===== config.mk =====
export PLATFORM = sky130hd
export DESIGN_NAME = adc_result_readout
export DESIGN_NICKNAME = d
export VERILOG_FILES = /design/src/shared/adc_readout_pkg.sv /design/src/rtl/offset_trim_spi.sv /design/src/rtl/adc_result_readout.sv
export SDC_FILE = /design/constraint.sdc
export NUM_CORES = 1
export LEC_CHECK = 0
export BUFFER_PORTS_ARGS = -buffer_cell sky130_fd_sc_hd__clkbuf_2
export CAP_MARGIN = 0
export CELL_PAD_IN_SITES_DETAIL_PLACEMENT = 0
export CELL_PAD_IN_SITES_GLOBAL_PLACEMENT = 2
export CORE_MARGIN = 4
export CORE_UTILIZATION = 35
export CTS_CLUSTER_SIZE = 14
export DETAILED_ROUTE_END_ITERATION = 8
export GPL_TIMING_DRIVEN = 0
export PLACE_DENSITY = 0.88
export SLEW_MARGIN = 10
export SYNTH_ARGS = -nofsm -noshare
export SYNTH_HDL_FRONTEND = slang
export SYNTH_SLANG_ARGS = --single-unit
export TNS_END_PERCENT = 50

===== constraint.sdc =====
create_clock -name ref_clk -period 2.9 [get_ports ref_clk]
set_input_delay 0.58 -clock ref_clk [delete_from_list [all_inputs] [get_ports ref_clk]]
set_output_delay 0.58 -clock ref_clk [all_outputs]
set_load 0.005 [all_outputs]

===== src/shared/adc_readout_pkg.sv =====
// Purpose: Shared constants for the converter result readout block.
// Assumes: Byte-wide I/O bus with separate read and write strobes.
// Notes:   Port addresses are the printed I/O addresses.
`default_nettype none
package adc_readout_pkg;
   localparam logic [9:0]  RESULT_LOW_ADDR  = 10'h304;
   localparam logic [9:0]  RESULT_HIGH_ADDR = 10'h305;
   localparam logic [9:0]  TRIGGER_ADDR     = 10'h306;
   localparam logic [9:0]  OFFSET_TRIM_ADDR = 10'h307;
   localparam logic [7:0]  OFFSET_TRIM_RST  = 8'h80;
   localparam logic [7:0]  TRIGGER_CLEAR    = 8'h00;
   localparam logic [15:0] RESULT_RST       = 16'h0000;
   localparam int          DONE_BIT         = 6;
   localparam int          SPI_DIV          = 8;
endpackage
`default_nettype wire


===== src/rtl/offset_trim_spi.sv =====
// Purpose: Shift an 8-bit wiper value out to the offset potentiometer.
// Assumes: Potentiometer latches MSB-first data on rising clock, select low.
// Notes:   One transfer at a time; a new value during a transfer is resent.
`default_nettype none
module offset_trim_spi #(
   parameter int DIV = adc_readout_pkg::SPI_DIV
) (
   input  wire logic       ref_clk,
   input  wire logic       sys_rst,
   input  wire logic       load,
   input  wire logic [7:0] value,
   output var  logic       pot_sclk,
   output var  logic       pot_sdata,
   output var  logic       pot_csel_n
);
   typedef enum logic [1:0] {IDLE, LOW, HIGH} spi_state_type;
   spi_state_type state_q, state_d;
   logic [7:0]  shift_q, shift_d;
   logic [3:0]  bits_q, bits_d;
   logic [7:0]  div_q, div_d;
   logic        pend_q, pend_d;
   logic [7:0]  pval_q, pval_d;
   logic        tick;

   // --------------------------------------------------------------
   // Serial engine
   // --------------------------------------------------------------
   // Divider tick paces each half bit
   assign tick = (div_q == 8'(DIV - 1));

   always_comb begin
      state_d = state_q;
      shift_d = shift_q;
      bits_d  = bits_q;
      div_d   = (state_q == IDLE || tick) ? 8'h00 : div_q + 8'h01;
      pend_d  = pend_q | load;
      pval_d  = load ? value : pval_q;
      case (state_q)
         IDLE: begin
            if (pend_q) begin
               state_d = LOW;
               shift_d = pval_q;
               bits_d  = 4'h0;
               pend_d  = load;
            end
         end
         LOW:  if (tick) state_d = HIGH;
         HIGH: begin
            if (tick) begin
               shift_d = {shift_q[6:0], 1'b0};
               bits_d  = bits_q + 4'h1;
               state_d = (bits_q == 4'h7) ? IDLE : LOW;
            end
         end
         default: state_d = IDLE;
      endcase
   end

   // Registers only; outputs decoded from flops below
   always_ff @(posedge ref_clk or posedge sys_rst) begin
      if (sys_rst) begin
         state_q <= IDLE;
         shift_q <= 8'h00;
         bits_q  <= 4'h0;
         div_q   <= 8'h00;
         pend_q  <= 1'b1;          // Push the reset midpoint once
         pval_q  <= adc_readout_pkg::OFFSET_TRIM_RST;
         pot_sclk   <= 1'b0;
         pot_sdata  <= 1'b0;
         pot_csel_n <= 1'b1;
      end else begin
         state_q <= state_d;
         shift_q <= shift_d;
         bits_q  <= bits_d;
         div_q   <= div_d;
         pend_q  <= pend_d;
         pval_q  <= pval_d;
         pot_sclk   <= (state_d == HIGH);
         pot_sdata  <= shift_d[7];
         pot_csel_n <= (state_d == IDLE);
      end
   end
endmodule
`default_nettype wire


===== src/rtl/adc_result_readout.sv =====
// Purpose: Result readout ports, high-byte side effects and offset trim.
// Assumes: Bus inputs synchronous to ref_clk; one strobe per bus cycle.
// Notes:   Converter sequencing lives elsewhere; it hands results in here.
//
// Summary of operation
// High port read returns result bits 15..8.
// Low port read returns result bits 7..0.
// Host reads low byte before high byte.
// A high port read clears the completion flag unless a completion arrives in the same cycle.
// With DMA off, a high port read drops the interrupt request.
// With channel stepping on, a high read advances the multiplexer.
// With auto trigger on, a high read starts a new conversion.
// Word read at the low address returns both bytes with high effects.
// Results are two's complement; zero is 0000h, minus one FFFFh.
// Input span is 65536 equal steps, sign follows input.
// Offset trim write sets the 8-bit wiper; it is write-only.
// Trim full range moves the result about plus or minus 00B0h.
// Trim is offset binary: FFh lowest, 80h none, 00h highest.
// Board reset returns trim to 80h.
// Completion flag is status D6; sets interrupt when enabled. With DMA on, the code raises the request on dma_terminal, not on completion.
// In DMA mode the request clears only by writing 00h to trigger.
// High read side effects happen once per read cycle, on strobe.
`default_nettype none
module adc_result_readout #(
   parameter int RESULT_W = 16,
   parameter int CHAN_W   = 4
) (
   input  wire logic                ref_clk,
   input  wire logic                sys_rst,
   input  wire logic [9:0]          bus_addr,
   input  wire logic                bus_rd,
   input  wire logic                bus_wr,
   input  wire logic                bus_word,
   input  wire logic [7:0]          bus_wdata,
   input  wire logic                conv_done,
   input  wire logic [RESULT_W-1:0] conv_result,
   input  wire logic                int_enable,
   input  wire logic                dma_enable_bit,
   input  wire logic                auto_trigger_enable,
   input  wire logic                chan_step_enable,
   input  wire logic                dma_terminal,
   output var  logic [15:0]         bus_rdata,
   output var  logic                bus_rvalid,
   output var  logic                done_flag,
   output var  logic                conv_irq,
   output var  logic                chan_advance,
   output var  logic                conv_start,
   output var  logic [7:0]          offset_trim_reg,
   output var  logic                pot_sclk,
   output var  logic                pot_sdata,
   output var  logic                pot_csel_n
);
   logic [RESULT_W-1:0] result_q, result_d;
   logic [15:0]         rdata_d;
   logic                rvalid_d;
   logic                done_d, irq_d, adv_d, start_d;
   logic [7:0]          trim_d;
   logic                rd_q;
   logic                rd_edge;
   logic                hi_read;
   logic                trig_clear;
   logic                trim_load_q;

   // Address match used by both read and write decode
   function automatic logic hit(input logic [9:0] a, input logic [9:0] ref_a);
      hit = (a == ref_a);
   endfunction

   // --------------------------------------------------------------
   // Read strobe and decode
   // --------------------------------------------------------------
   // Edge of the strobe so a long read fires effects only once
   assign rd_edge = bus_rd & ~rd_q;
   assign hi_read = rd_edge & (hit(bus_addr, adc_readout_pkg::RESULT_HIGH_ADDR)
                  | (bus_word & hit(bus_addr, adc_readout_pkg::RESULT_LOW_ADDR)));
   assign trig_clear = bus_wr & hit(bus_addr, adc_readout_pkg::TRIGGER_ADDR)
                     & (bus_wdata == adc_readout_pkg::TRIGGER_CLEAR);

   // --------------------------------------------------------------
   // Next state
   // --------------------------------------------------------------
   // Result is stored raw; coding is the converter's two's complement
   always_comb begin
      result_d = conv_done ? conv_result : result_q;
      rvalid_d = rd_edge;
      rdata_d  = 16'h0000;
      if (rd_edge) begin
         if (hit(bus_addr, adc_readout_pkg::RESULT_LOW_ADDR))
            rdata_d = bus_word ? result_q[15:0]
                               : {8'h00, result_q[7:0]};
         else if (hit(bus_addr, adc_readout_pkg::RESULT_HIGH_ADDR))
            rdata_d = {8'h00, result_q[15:8]};
      end
      // Set wins over a clear in the same cycle
      done_d = conv_done | (done_flag & ~hi_read);
      irq_d  = conv_irq;
      if (hi_read & ~dma_enable_bit)
         irq_d = 1'b0;
      if (trig_clear)
         irq_d = 1'b0;
      if (int_enable & ~dma_enable_bit & conv_done)
         irq_d = 1'b1;
      if (int_enable & dma_enable_bit & dma_terminal)
         irq_d = 1'b1;
      adv_d   = hi_read & chan_step_enable;
      start_d = hi_read & auto_trigger_enable;
      trim_d  = offset_trim_reg;
      if (bus_wr & hit(bus_addr, adc_readout_pkg::OFFSET_TRIM_ADDR))
         trim_d = bus_wdata;
   end

   // --------------------------------------------------------------
   // Registers
   // --------------------------------------------------------------
   always_ff @(posedge ref_clk or posedge sys_rst) begin
      if (sys_rst) begin
         result_q        <= adc_readout_pkg::RESULT_RST;
         rd_q            <= 1'b0;
         bus_rdata       <= 16'h0000;
         bus_rvalid      <= 1'b0;
         done_flag       <= 1'b0;
         conv_irq        <= 1'b0;
         chan_advance    <= 1'b0;
         conv_start      <= 1'b0;
         offset_trim_reg <= adc_readout_pkg::OFFSET_TRIM_RST;
         trim_load_q     <= 1'b0;
      end else begin
         result_q        <= result_d;
         rd_q            <= bus_rd;
         bus_rdata       <= rdata_d;
         bus_rvalid      <= rvalid_d;
         done_flag       <= done_d;
         conv_irq        <= irq_d;
         chan_advance    <= adv_d;
         conv_start      <= start_d;
         offset_trim_reg <= trim_d;
         trim_load_q     <= (trim_d != offset_trim_reg);
      end
   end

   // --------------------------------------------------------------
   // Potentiometer link
   // --------------------------------------------------------------
   // Analog shift of about 00B0h per half range is set by the pot itself
   offset_trim_spi #(.DIV(adc_readout_pkg::SPI_DIV)) u_trim (
      .ref_clk    (ref_clk),
      .sys_rst    (sys_rst),
      .load       (trim_load_q),
      .value      (offset_trim_reg),
      .pot_sclk   (pot_sclk),
      .pot_sdata  (pot_sdata),
      .pot_csel_n (pot_csel_n)
   );
endmodule
`default_nettype wire


==> out/qor.yml, run 1 <==
core.rowCount: 35
overflow: 0
grt_pass1_wl_um: 11960
routabilityCongestion: 0.7344
final_common_cell: "dfrtp_1"
ir_drop_uv: 338.0
finalHoldViolations: 0
drtIter0Drc: 116
hold_buffers: 0
p_leak_nw: 2.056
slew_violations: 0
max_cap_violations: 0
ios: 77
drt_wl_total_um: 6773
post_cts_resized: 0
synthCells: 266
die-area_um2: 11260
cts_tree: "done"
syn-num-nets: 313
cp.arrival_ns: 2.38
rrSetupSlack_ns: 0.76
clock-root-buffer: "clkbuf_8"
die_x_um: 106.1
crit_path_start_kind: "register"
grt_usage: 0.1330
synth-edff-count: 0
area_growth_pct: 22.29
worstSetupPathType: "reg2reg"
required_ns: 3.13
vias: 2293
hold_ws_ns: 0.1983
antenna_cells: 0
crit_fanout: 8
tightest_slew_ns: 0.6478
mappedNetlistArea_um2: 3368
final-setup-viol-count: 0
cts_sinks: 80
dp_cells: 471
synth.avg_cell_area_um2: 12.66
postCtsSetupBuffers: 0
hpwl_um: 5008
design.core.area_um2: 9284
clk_pin_slew_ns: 0.09
viasPerCell: 4.708
pre_cts_ws_ns: 0.3732
clock_latency_ns: 0.36
fin_nets: 400
max_freq_mhz: 466.4
antenna_found_initial: 0
wl_per_cell_um: 13.91
synth.distinct_cells: 41
initial_core_util: 0.3628
fill_cells: 944
rsz0062_at_grt: "false"
cts_buffer_depth: 2
layout_setup_ws_ns: 0.7559
end_kind: "register"
run_status: "complete, no violations"
powerDensity_nw_per_um2: 497.1
ys.warnings.count: 0
drive_gt1_frac: 0.4050
min_period_ns: 2.144
portBuffers: 75
yosysSeqAreaShare: 0.5958
mostFrequentLayoutCells: "dfrtp_1, clkbuf_2, mux2_2"
finalClockSkew_ns: 0.01055
hold_path_class: "in2async"
largestRegisters: "bus_rdata: 16 flops, result_q: 16 flops"
cts_buffers: 9
drt_pass1_iterations: 4
remaining_drc_errors: 0
synth_top_flop_cell: "dfrtp_1"
first_global_vias: 2479
ctsHtreeMaxLevel: 3
die_h_um: 106.1
min_period_over_period: 0.7393
grt_max_degree: 51
slew-limit-headroom: 0.5682
synth-seq-cells: 80
async_flop_share: 1.000
fin_util: 0.4437
antenna_left: 0
final_cell_count_no_fill: 487
[path summary, 6_finish.rpt]
check,startpoint,endpoint,cells past startpoint
worst max-delay path,u_trim.div_q[0],u_trim.div_q[3],7
worst min-delay path,sys_rst,result_q[12],2
worst max register to register,u_trim.div_q[0],u_trim.div_q[3],7
worst min register to register,rd_q,bus_rvalid,1
max in group asynchronous,sys_rst,u_trim.pot_csel_n,3
min in group ref_clk,bus_rd,rd_q,1
[logic make-up after synthesis]
logic type,share of synthesized area
AOI/OAI and AO/OA,0.07169
muxes,0.1397
adders and majority gates,0.007428
xor gates and xnor gates,0.03640
buffers and inverters,0.02451
DFF,0.5958
and+or+nand+nor,0.1244
[Yosys cell counts, types with 2 or more instances]
master	number	area (um^2)
dfrtp_1	76	1902
mux2_2	24	270.3
nor2_1	21	78.83
nand2_1	16	60.06
o21ai_0	15	75.07
xor2_1	13	113.9
and2_1	9	56.30
nand3_1	9	45.04
clkbuf_1	8	30.03
mux2_4	8	120.1
mux2i_1	8	80.08
o221a_2	8	90.09
inv_1	6	22.52
a21oi_1	4	20.02
dfstp_2	4	105.1
and3_1	3	18.77
nor4_1	3	18.77
a21o_1	2	15.01
buf_6	2	22.52
ha_1	2	25.02
nand3b_1	2	15.01
nor3_1	2	10.01
o22ai_1	2	12.51
or3_2	2	15.01
[metrics by stage]
step | setup TNS, ns | power (mW) | area, um^2
after floorplan | 0 | 1.238 | 3368
after global placement | -50.27 | 1.291 | 3905
after detailed placement | 0 | 1.301 | 3935
after CTS | 0 | 2.084 | 4119
after global routing | 0 | 2.159 | 4119
final | 0 | 2.048 | 4119
[power by group]
group	switching, mW	total (mW)	internal, mW	leakage [nW]
clock	0.443	0.773	0.331	0.0973
combinational	0.0583	0.116	0.0579	0.906
sequential	0.0166	1.16	1.14	1.05
[worst max-delay path, cell delays in order (launching register included)]
cell and delay, ns:
dfrtp_1 0.42, ha_1 0.25, nor4bb_1 0.40, and2_1 0.18, clkbuf_1 0.28, or2_2 0.17, clkbuf_1 0.23, nor2_1 0.09
[layer usage]
metal / global-route usage / share of wire / routed length [um] / vias to the layer above
li1: - / - / - / 1104
met1: 0.1571 / 0.42 / 2855 / 1115
met2: 0.2100 / 0.46 / 3140 / 68
met3: 0.06740 / 0.10 / 694 / 6
met4: 0.04440 / 0.012 / 83 / 0
met5: 0 / 0 / 0 / -
[layout make-up]
cell class,instances,area [um^2],area share
flip-flops and latches,80,2007,0.4872
plain buffers,11,56.30,0.01367
clock inverters,7,60.06,0.01458
well taps,129,161.4,0.03919
inverters,7,28.78,0.006987
clock buffers,9,123.9,0.03007
repair buffers,76,402.9,0.09781
multi-input cells,168,1279,0.3105
(Power assumes the default switching activity.)
==> run 2, diff against run 1 <==
--- a/config.mk
+++ b/config.mk
@@ -5,16 +5,17 @@
 export SDC_FILE = /design/constraint.sdc
 export NUM_CORES = 1
 export LEC_CHECK = 0
+export ABC_AREA = 1
 export BUFFER_PORTS_ARGS = -buffer_cell sky130_fd_sc_hd__clkbuf_2
 export CAP_MARGIN = 0
 export CELL_PAD_IN_SITES_DETAIL_PLACEMENT = 0
 export CELL_PAD_IN_SITES_GLOBAL_PLACEMENT = 2
 export CORE_MARGIN = 4
-export CORE_UTILIZATION = 35
+export CORE_UTILIZATION = 29
 export CTS_CLUSTER_SIZE = 14
 export DETAILED_ROUTE_END_ITERATION = 8
 export GPL_TIMING_DRIVEN = 0
-export PLACE_DENSITY = 0.88
+export PLACE_DENSITY = 0.85
 export SLEW_MARGIN = 10
 export SYNTH_ARGS = -nofsm -noshare
 export SYNTH_HDL_FRONTEND = slang
==> constraint.sdc (replaced) <==
create_clock -name ref_clk -period 1.9 [get_ports ref_clk]
set_input_delay 0.38 -clock ref_clk [delete_from_list [all_inputs] [get_ports ref_clk]]
set_output_delay 0.38 -clock ref_clk [all_outputs]
set_load 0.005 [all_outputs]
==> run 2 against run 1 <==
Compared with the run above:
- via count rose by 23%
- setup slack got worse by 0.50 ns
- core utilization fell by 6.5 points
- cell area rose by 6.3%
- sequential share of layout area fell by 2.9 points
- clock skew fell by 0.0031 ns
- sequential cell count did not move
- die area rose by 23%
- critical path type unchanged
- critical endpoint is now u_trim.shift_q[1]
- largest cell class unchanged
- largest power group unchanged
==> out/qor.yml, run 2 <==
slew_violations: 0  # unchanged
synth-edff-count: 0  # unchanged
run_status: "complete, no violations"  # unchanged
first_global_vias: 2829  # was 2479
syn-num-nets: 434  # was 313
ir_drop_uv: 399.0  # was 338.0 uV
p_leak_nw: 2.233  # was 2.056 nW
power_mw: 4.045  # was 2.048 mW
cts_buffer_depth: 2  # unchanged
crit_path_frequent_cell: "nand2_1"  # was clkbuf_1
fin_util: 0.3787  # was 0.4437
rsz0062_at_grt: "false"  # unchanged
cts_buffers: 9  # unchanged
synth.most_common_cell: "dfrtp_1"  # unchanged
grt_usage: 0.1251  # was 0.1330
synth_top_area_share: 0.5460  # was 0.5646
max_freq_mhz: 608.7  # was 466.4 MHz
ys.warnings.count: 0  # unchanged
final_common_cell: "dfrtp_1"  # unchanged
synth_commonest_cells: "dfrtp_1, inv_1, nand2_1"  # was dfrtp_1, mux2_2, nor2_1
antenna_found_initial: 0  # unchanged
initial_core_util: 0.3012  # was 0.3628
postCtsSetupBuffers: 0  # unchanged
viasPerCell: 4.534  # was 4.708
synth_area_leaders: "dfrtp_1, inv_1, o21ai_0"  # was dfrtp_1, mux2_2, mux2_4
area_growth_pct: 25.72  # was 22.29%
mappedNetlistArea_um2: 3483  # was 3368 um^2
dpl-instance-area_um2: 4081  # was 3935 um^2
die_h_um: 117.6  # was 106.1 um
synth.avg_cell_area_um2: 9.001  # was 12.66 um^2
grt_pass1_wl_um: 14100  # was 11960 um
drtIter0Drc: 154  # was 116
cts_sinks: 80  # unchanged
core.rowCount: 39  # was 35
min_period_ns: 1.643  # was 2.144 ns
async_flop_share: 1.000  # unchanged
antenna_left: 0  # unchanged
cp_slowest_cell: "dfrtp_1"  # unchanged
remaining_drc_errors: 0  # unchanged
vias: 2829  # was 2293
routabilityCongestion: 0.8116  # was 0.7344
drive_gt1_frac: 0.2412  # was 0.4050
hold_path_class: "in2reg"  # was in2async
mostFrequentLayoutCells: "dfrtp_1, clkbuf_2, inv_1"  # was dfrtp_1, clkbuf_2, mux2_2
cp_num_buf_inv: 2  # unchanged
tightest_slew_ns: 0.6816  # was 0.6478 ns
ios: 77  # unchanged
synth.distinct_cells: 32  # was 41
required_ns: 2.15  # was 3.13 ns
yosysSeqAreaShare: 0.5761  # was 0.5958
end_kind: "register"  # unchanged
largestRegisters: "bus_rdata: 16 flops, result_q: 16 flops"  # unchanged
cpPeakStageDelay_ns: 0.39  # was 0.42 ns
die_x_um: 117.6  # was 106.1 um
synthCells: 387  # was 266
synth.largest_area_cell: "dfrtp_1"  # unchanged
design.core.area_um2: 11560  # was 9284 um^2
cp_top_family: "simple AND/OR/NAND/NOR gates"  # unchanged
final-setup-viol-count: 0  # unchanged
fin_area_um2: 4379  # was 4119 um^2
hold_ws_ns: 0.1610  # was 0.1983 ns
clk_pin_slew_ns: 0.06  # was 0.09 ns
portBuffers: 75  # unchanged
drt_wl_total_um: 8287  # was 6773 um
grt_max_degree: 36  # was 51
hpwl_um: 6079  # was 5008 um
synth-seq-cells: 80  # unchanged
slew-limit-headroom: 0.5422  # was 0.5682
worstSetupPathType: "reg2reg"  # unchanged
fin_nets: 523  # was 400
crit_path_start_kind: "register"  # unchanged
die-area_um2: 13830  # was 11260 um^2
ctsHtreeMaxLevel: 3  # unchanged
cp.arrival_ns: 1.89  # was 2.38 ns
setup_tns_ns: 0  # unchanged
powerDensity_nw_per_um2: 923.8  # was 497.1 nW/um^2
wl_per_cell_um: 13.28  # was 13.91 um
min_period_over_period: 0.8646  # was 0.7393
overflow: 0  # unchanged
worstPathCellList: "ha_1 > nand2_1 > inv_1 > nand2_2 > nor2_4 > nand2_1 > nand2_4 > buf_6 > o21ai_0"  # was ha_1 > nor4bb_1 > and2_1 > clkbuf_1 > or2_2 > clkbuf_1 > nor2_1
clock-root-buffer: "clkbuf_16"  # was clkbuf_8
drt_pass1_iterations: 4  # unchanged
synth_top_flop_cell: "dfrtp_1"  # unchanged
max_cap_violations: 0  # unchanged
antenna_cells: 0  # unchanged
finalHoldViolations: 0  # unchanged
crit_fanout: 10  # was 8
clock_latency_ns: 0.34  # was 0.36 ns
finalClockSkew_ns: 0.007503  # was 0.01055 ns
cts_tree: "done"  # unchanged
-- run 2: cell type report --
| type | instances | area, um^2 |
|---|---|---|
| buffer | 11 | 58.81 |
| clock buffer | 10 | 239.0 |
| clock inverter | 6 | 48.80 |
| fill | 1176 | 7186 |
| inverter | 71 | 270.3 |
| multi-input combinational | 225 | 1151 |
| sequential | 80 | 2007 |
| tap | 143 | 178.9 |
| timing repair buffer | 78 | 425.4 |
-- run 2: path summary, 6_finish.rpt --
kind                            startpoint            endpoint  slack (ns)  cells after the start
min in group asynchronous          sys_rst        bus_rdata[2]        0.54                      3
min reg2reg                           rd_q          bus_rvalid        0.43                      1
max reg2reg                u_trim.div_q[0]   u_trim.shift_q[1]        0.26                      9
max                        u_trim.div_q[0]   u_trim.shift_q[1]        0.26                      9
max in group asynchronous          sys_rst  offset_trim_reg[7]        0.81                      4
min                                 bus_rd                rd_q        0.16                      1
-- run 2: kinds of logic (layout without fill, tap and decap cells) --
logic type / Yosys count / count (layout) / share of synthesized area
AOI/OAI and AO/OA: 79 / 79 / 0.1211
xor gates and xnor gates: 1 / 1 / 0.002515
adders and majority gates: 2 / 2 / 0.007183
buffers and inverters: 82 / 176 / 0.09339
DFF: 80 / 80 / 0.5761
and+or+nand+nor: 143 / 143 / 0.1997
-- run 2: timing repair --
item                      in CTS  in global routing
hold endpoints to repair      10                  0
hold buffers                   1                  0
gates resized for setup        0                  0
-- run 2: power breakdown --
| part | total [mW] | switching (mW) | internal [mW] |
|---|---|---|---|
| clock | 1.69 | 0.749 | 0.938 |
| combinational | 0.461 | 0.301 | 0.160 |
| sequential | 1.90 | 0.0649 | 1.83 |
| total | 4.05 | 1.11 | 2.93 |
-- run 2: through the flow --
step,setup slack [ns],instances
after floorplan,0.4515,387
after global placement,0.003649,605
after detailed placement,0.1710,607
after CTS,0.2457,624
after global routing,0.06222,624
final,0.2573,624
-- run 2: routing by layer --
layer / vias to the layer above / wire length [um] / GRT usage
li1: 1431 / - / -
met1: 1309 / 4004 / 0.1678
met2: 79 / 3632 / 0.1889
met3: 10 / 540 / 0.04277
met4: 0 / 109 / 0.04396
met5: - / 0 / 0
==> run 3, diff against run 2 <==
--- a/config.mk
+++ b/config.mk
@@ -15,7 +15,7 @@
 export CTS_CLUSTER_SIZE = 14
 export DETAILED_ROUTE_END_ITERATION = 8
 export GPL_TIMING_DRIVEN = 0
-export PLACE_DENSITY = 0.85
+export PLACE_DENSITY = 0.73
 export SLEW_MARGIN = 10
 export SYNTH_ARGS = -nofsm -noshare
 export SYNTH_HDL_FRONTEND = slang
==> run 3 against run 2 <==
Compared with the run above:
- register-to-register slack barely moved
- critical path depth stayed put
- routed wire length up 3.1%
- cell area up 0.20%
- setup slack better by 0.0022 ns
- critical path type unchanged
- count of clock-buffer cells in the layout grew 1
- highest routed layer unchanged
- final cell count shrank 0.16%
- power up 2.3%
- fmax rose by 0.14%
- core utilization increased by 0.076 points
- global-route usage is 0.58 points higher
==> out/qor.yml, run 3 (same netlist as run 2, synthesis figures left out) <==
grt_max_degree: 32  # was 36
core.rowCount: 39  # unchanged
ios: 77  # unchanged
fin_nets: 522  # was 523
met1_usage: 0.1704  # was 0.1678
cts_tree: "done"  # unchanged
finalClockSkew_ns: 0.007514  # was 0.007503 ns
antenna_found_initial: 0  # unchanged
clock-root-buffer: "clkbuf_16"  # unchanged
fill_cells: 1196  # was 1176
drtIter0Drc: 144  # was 154
met3_usage: 0.04565  # was 0.04277
crit_fanout: 10  # unchanged
wl_per_cell_um: 13.71  # was 13.28 um
max_cap_violations: 0  # unchanged
largestRegisters: "bus_rdata: 16 flops, result_q: 16 flops"  # unchanged
die_h_um: 117.6  # unchanged
die_x_um: 117.6  # unchanged
final_cell_count_no_fill: 623  # was 624
dp_cells: 607  # unchanged
share_seq_of_total_power: 0.459  # was 0.469
vias: 2806  # was 2829
max_freq_mhz: 609.6  # was 608.7 MHz
cts_buffer_depth: 2  # unchanged
grt_pass1_wl_um: 14590  # was 14100 um
drive_gt1_frac: 0.2396  # was 0.2412
hpwl_um: 6349  # was 6079 um
min_period_over_period: 0.8634  # was 0.8646
antenna_cells: 0  # unchanged
ir_drop_uv: 417.3  # was 399.0 uV
required_ns: 2.15  # about the same
overflow: 0  # unchanged
end_kind: "register"  # unchanged
first_global_vias: 2930  # was 2829
p_sw_frac: 0.2614  # was 0.2756
run_status: "complete, no violations"  # unchanged
rsz0062_at_grt: "false"  # unchanged
clk_pin_slew_ns: 0.06  # about the same
busiest_layer: "met2"  # unchanged
remaining_drc_errors: 0  # unchanged
area_growth_pct: 25.97  # was 25.72%
tightest_slew_ns: 0.7214  # was 0.6816 ns
hold_ws_ns: 0.09921  # was 0.1610 ns
finalHoldViolations: 0  # unchanged
drt_pass1_iterations: 4  # unchanged
cts_buffers: 9  # unchanged
setup_tns_ns: 0  # unchanged
crit_path_start_kind: "register"  # unchanged
slew_violations: 0  # unchanged
clock_latency_ns: 0.34  # about the same
power_frac_clock: 0.430  # was 0.417
cts_sinks: 80  # unchanged
power_frac_comb: 0.111  # was 0.114
ctsHtreeMaxLevel: 3  # unchanged
final_common_cell: "dfrtp_1"  # unchanged
mostFrequentLayoutCells: "dfrtp_1, clkbuf_2, inv_1"  # unchanged
grt_usage: 0.1310  # was 0.1251
p_int_mw: 3.056  # was 2.930 mW
min_period_ns: 1.641  # was 1.643 ns
worstSetupPathType: "reg2reg"  # unchanged
pre_cts_ws_ns: 0.1309  # was 0.1710 ns
cp.arrival_ns: 1.89  # about the same
layout_setup_ws_ns: 0.2595  # was 0.2573 ns
fin_area_um2: 4388  # was 4379 um^2
die-area_um2: 13830  # unchanged
initial_core_util: 0.3012  # unchanged
final-setup-viol-count: 0  # unchanged
switching_power_mw: 1.081  # was 1.115 mW
slew-limit-headroom: 0.5154  # was 0.5422
grt.met2_usage: 0.1998  # was 0.1889
powerDensity_nw_per_um2: 942.8  # was 923.8 nW/um^2
dpl-instance-area_um2: 4081  # unchanged
drt_wl_total_um: 8542  # was 8287 um
antenna_left: 0  # unchanged
hold_path_class: "in2async"  # was in2reg
portBuffers: 75  # unchanged
p_leak_nw: 2.231  # was 2.233 nW
postCtsSetupBuffers: 0  # unchanged
viasPerCell: 4.504  # was 4.534
hold_buffers: 0  # was 1
post_cts_resized: 0  # unchanged
design.core.area_um2: 11560  # unchanged
routabilityCongestion: 0.8216  # was 0.8116
[run 3: layout make-up]
cell class                 count  area (um^2)  share of cell area
buffer                        11        58.81             0.01340
sequential                    80         2007              0.4574
timing repair buffer          77        415.4             0.09467
clock buffer                  11        242.7             0.05532
inverter                      71        270.3             0.06159
clock inverter                 5        63.81             0.01454
multi-input combinational    225         1151              0.2623
tap                          143        178.9             0.04078
[run 3: critical path, cell delays in order (launching register included)]
cell and delay (ns):
dfrtp_1 0.40, ha_1 0.21, nand2_1 0.10, inv_1 0.07
nand2_2 0.09, nor2_4 0.05, nand2_1 0.18, nand2_4 0.13
buf_6 0.17, o21ai_0 0.16
[run 3: worst paths after layout]
check,startpoint,end,slack [ns],cells past startpoint
setup / recovery,u_trim.div_q[0],u_trim.shift_q[2],0.26,9
hold / removal,sys_rst,u_trim.div_q[4],0.1,2
setup reg to reg,u_trim.div_q[0],u_trim.shift_q[2],0.26,9
hold reg to reg,rd_q,bus_rvalid,0.44,1
max in group asynchronous,sys_rst,u_trim.pval_q[7],1.20,3
min in group ref_clk,bus_rd,rd_q,0.17,1
[run 3: stage by stage]
stage	total power [mW]	utilization
6_report	4.137	0.3794
5_1_grt	4.383	0.3794
4_1_cts	4.217	0.3794
3_5_place_dp	2.404	0.3529
3_3_place_gp	2.382	0.3495
2_1_floorplan	2.202	-
[run 3: per-layer routing]
| layer | up-vias | share of wire |
|---|---|---|
| met4 | 0 | 0.015 |
| met2 | 58 | 0.45 |
| met1 | 1299 | 0.47 |
| met3 | 11 | 0.062 |
| li1 | 1438 | - |
| met5 | - | 0 |
[run 3: power groups by stage]
stage	clock [mW]	combinational, mW	sequential (mW)
after floorplan	0	0.282	1.92
after global placement	0	0.454	1.93
after detailed placement	0	0.471	1.93
after CTS	1.84	0.474	1.90
after global routing	1.93	0.540	1.92
final	1.78	0.458	1.90
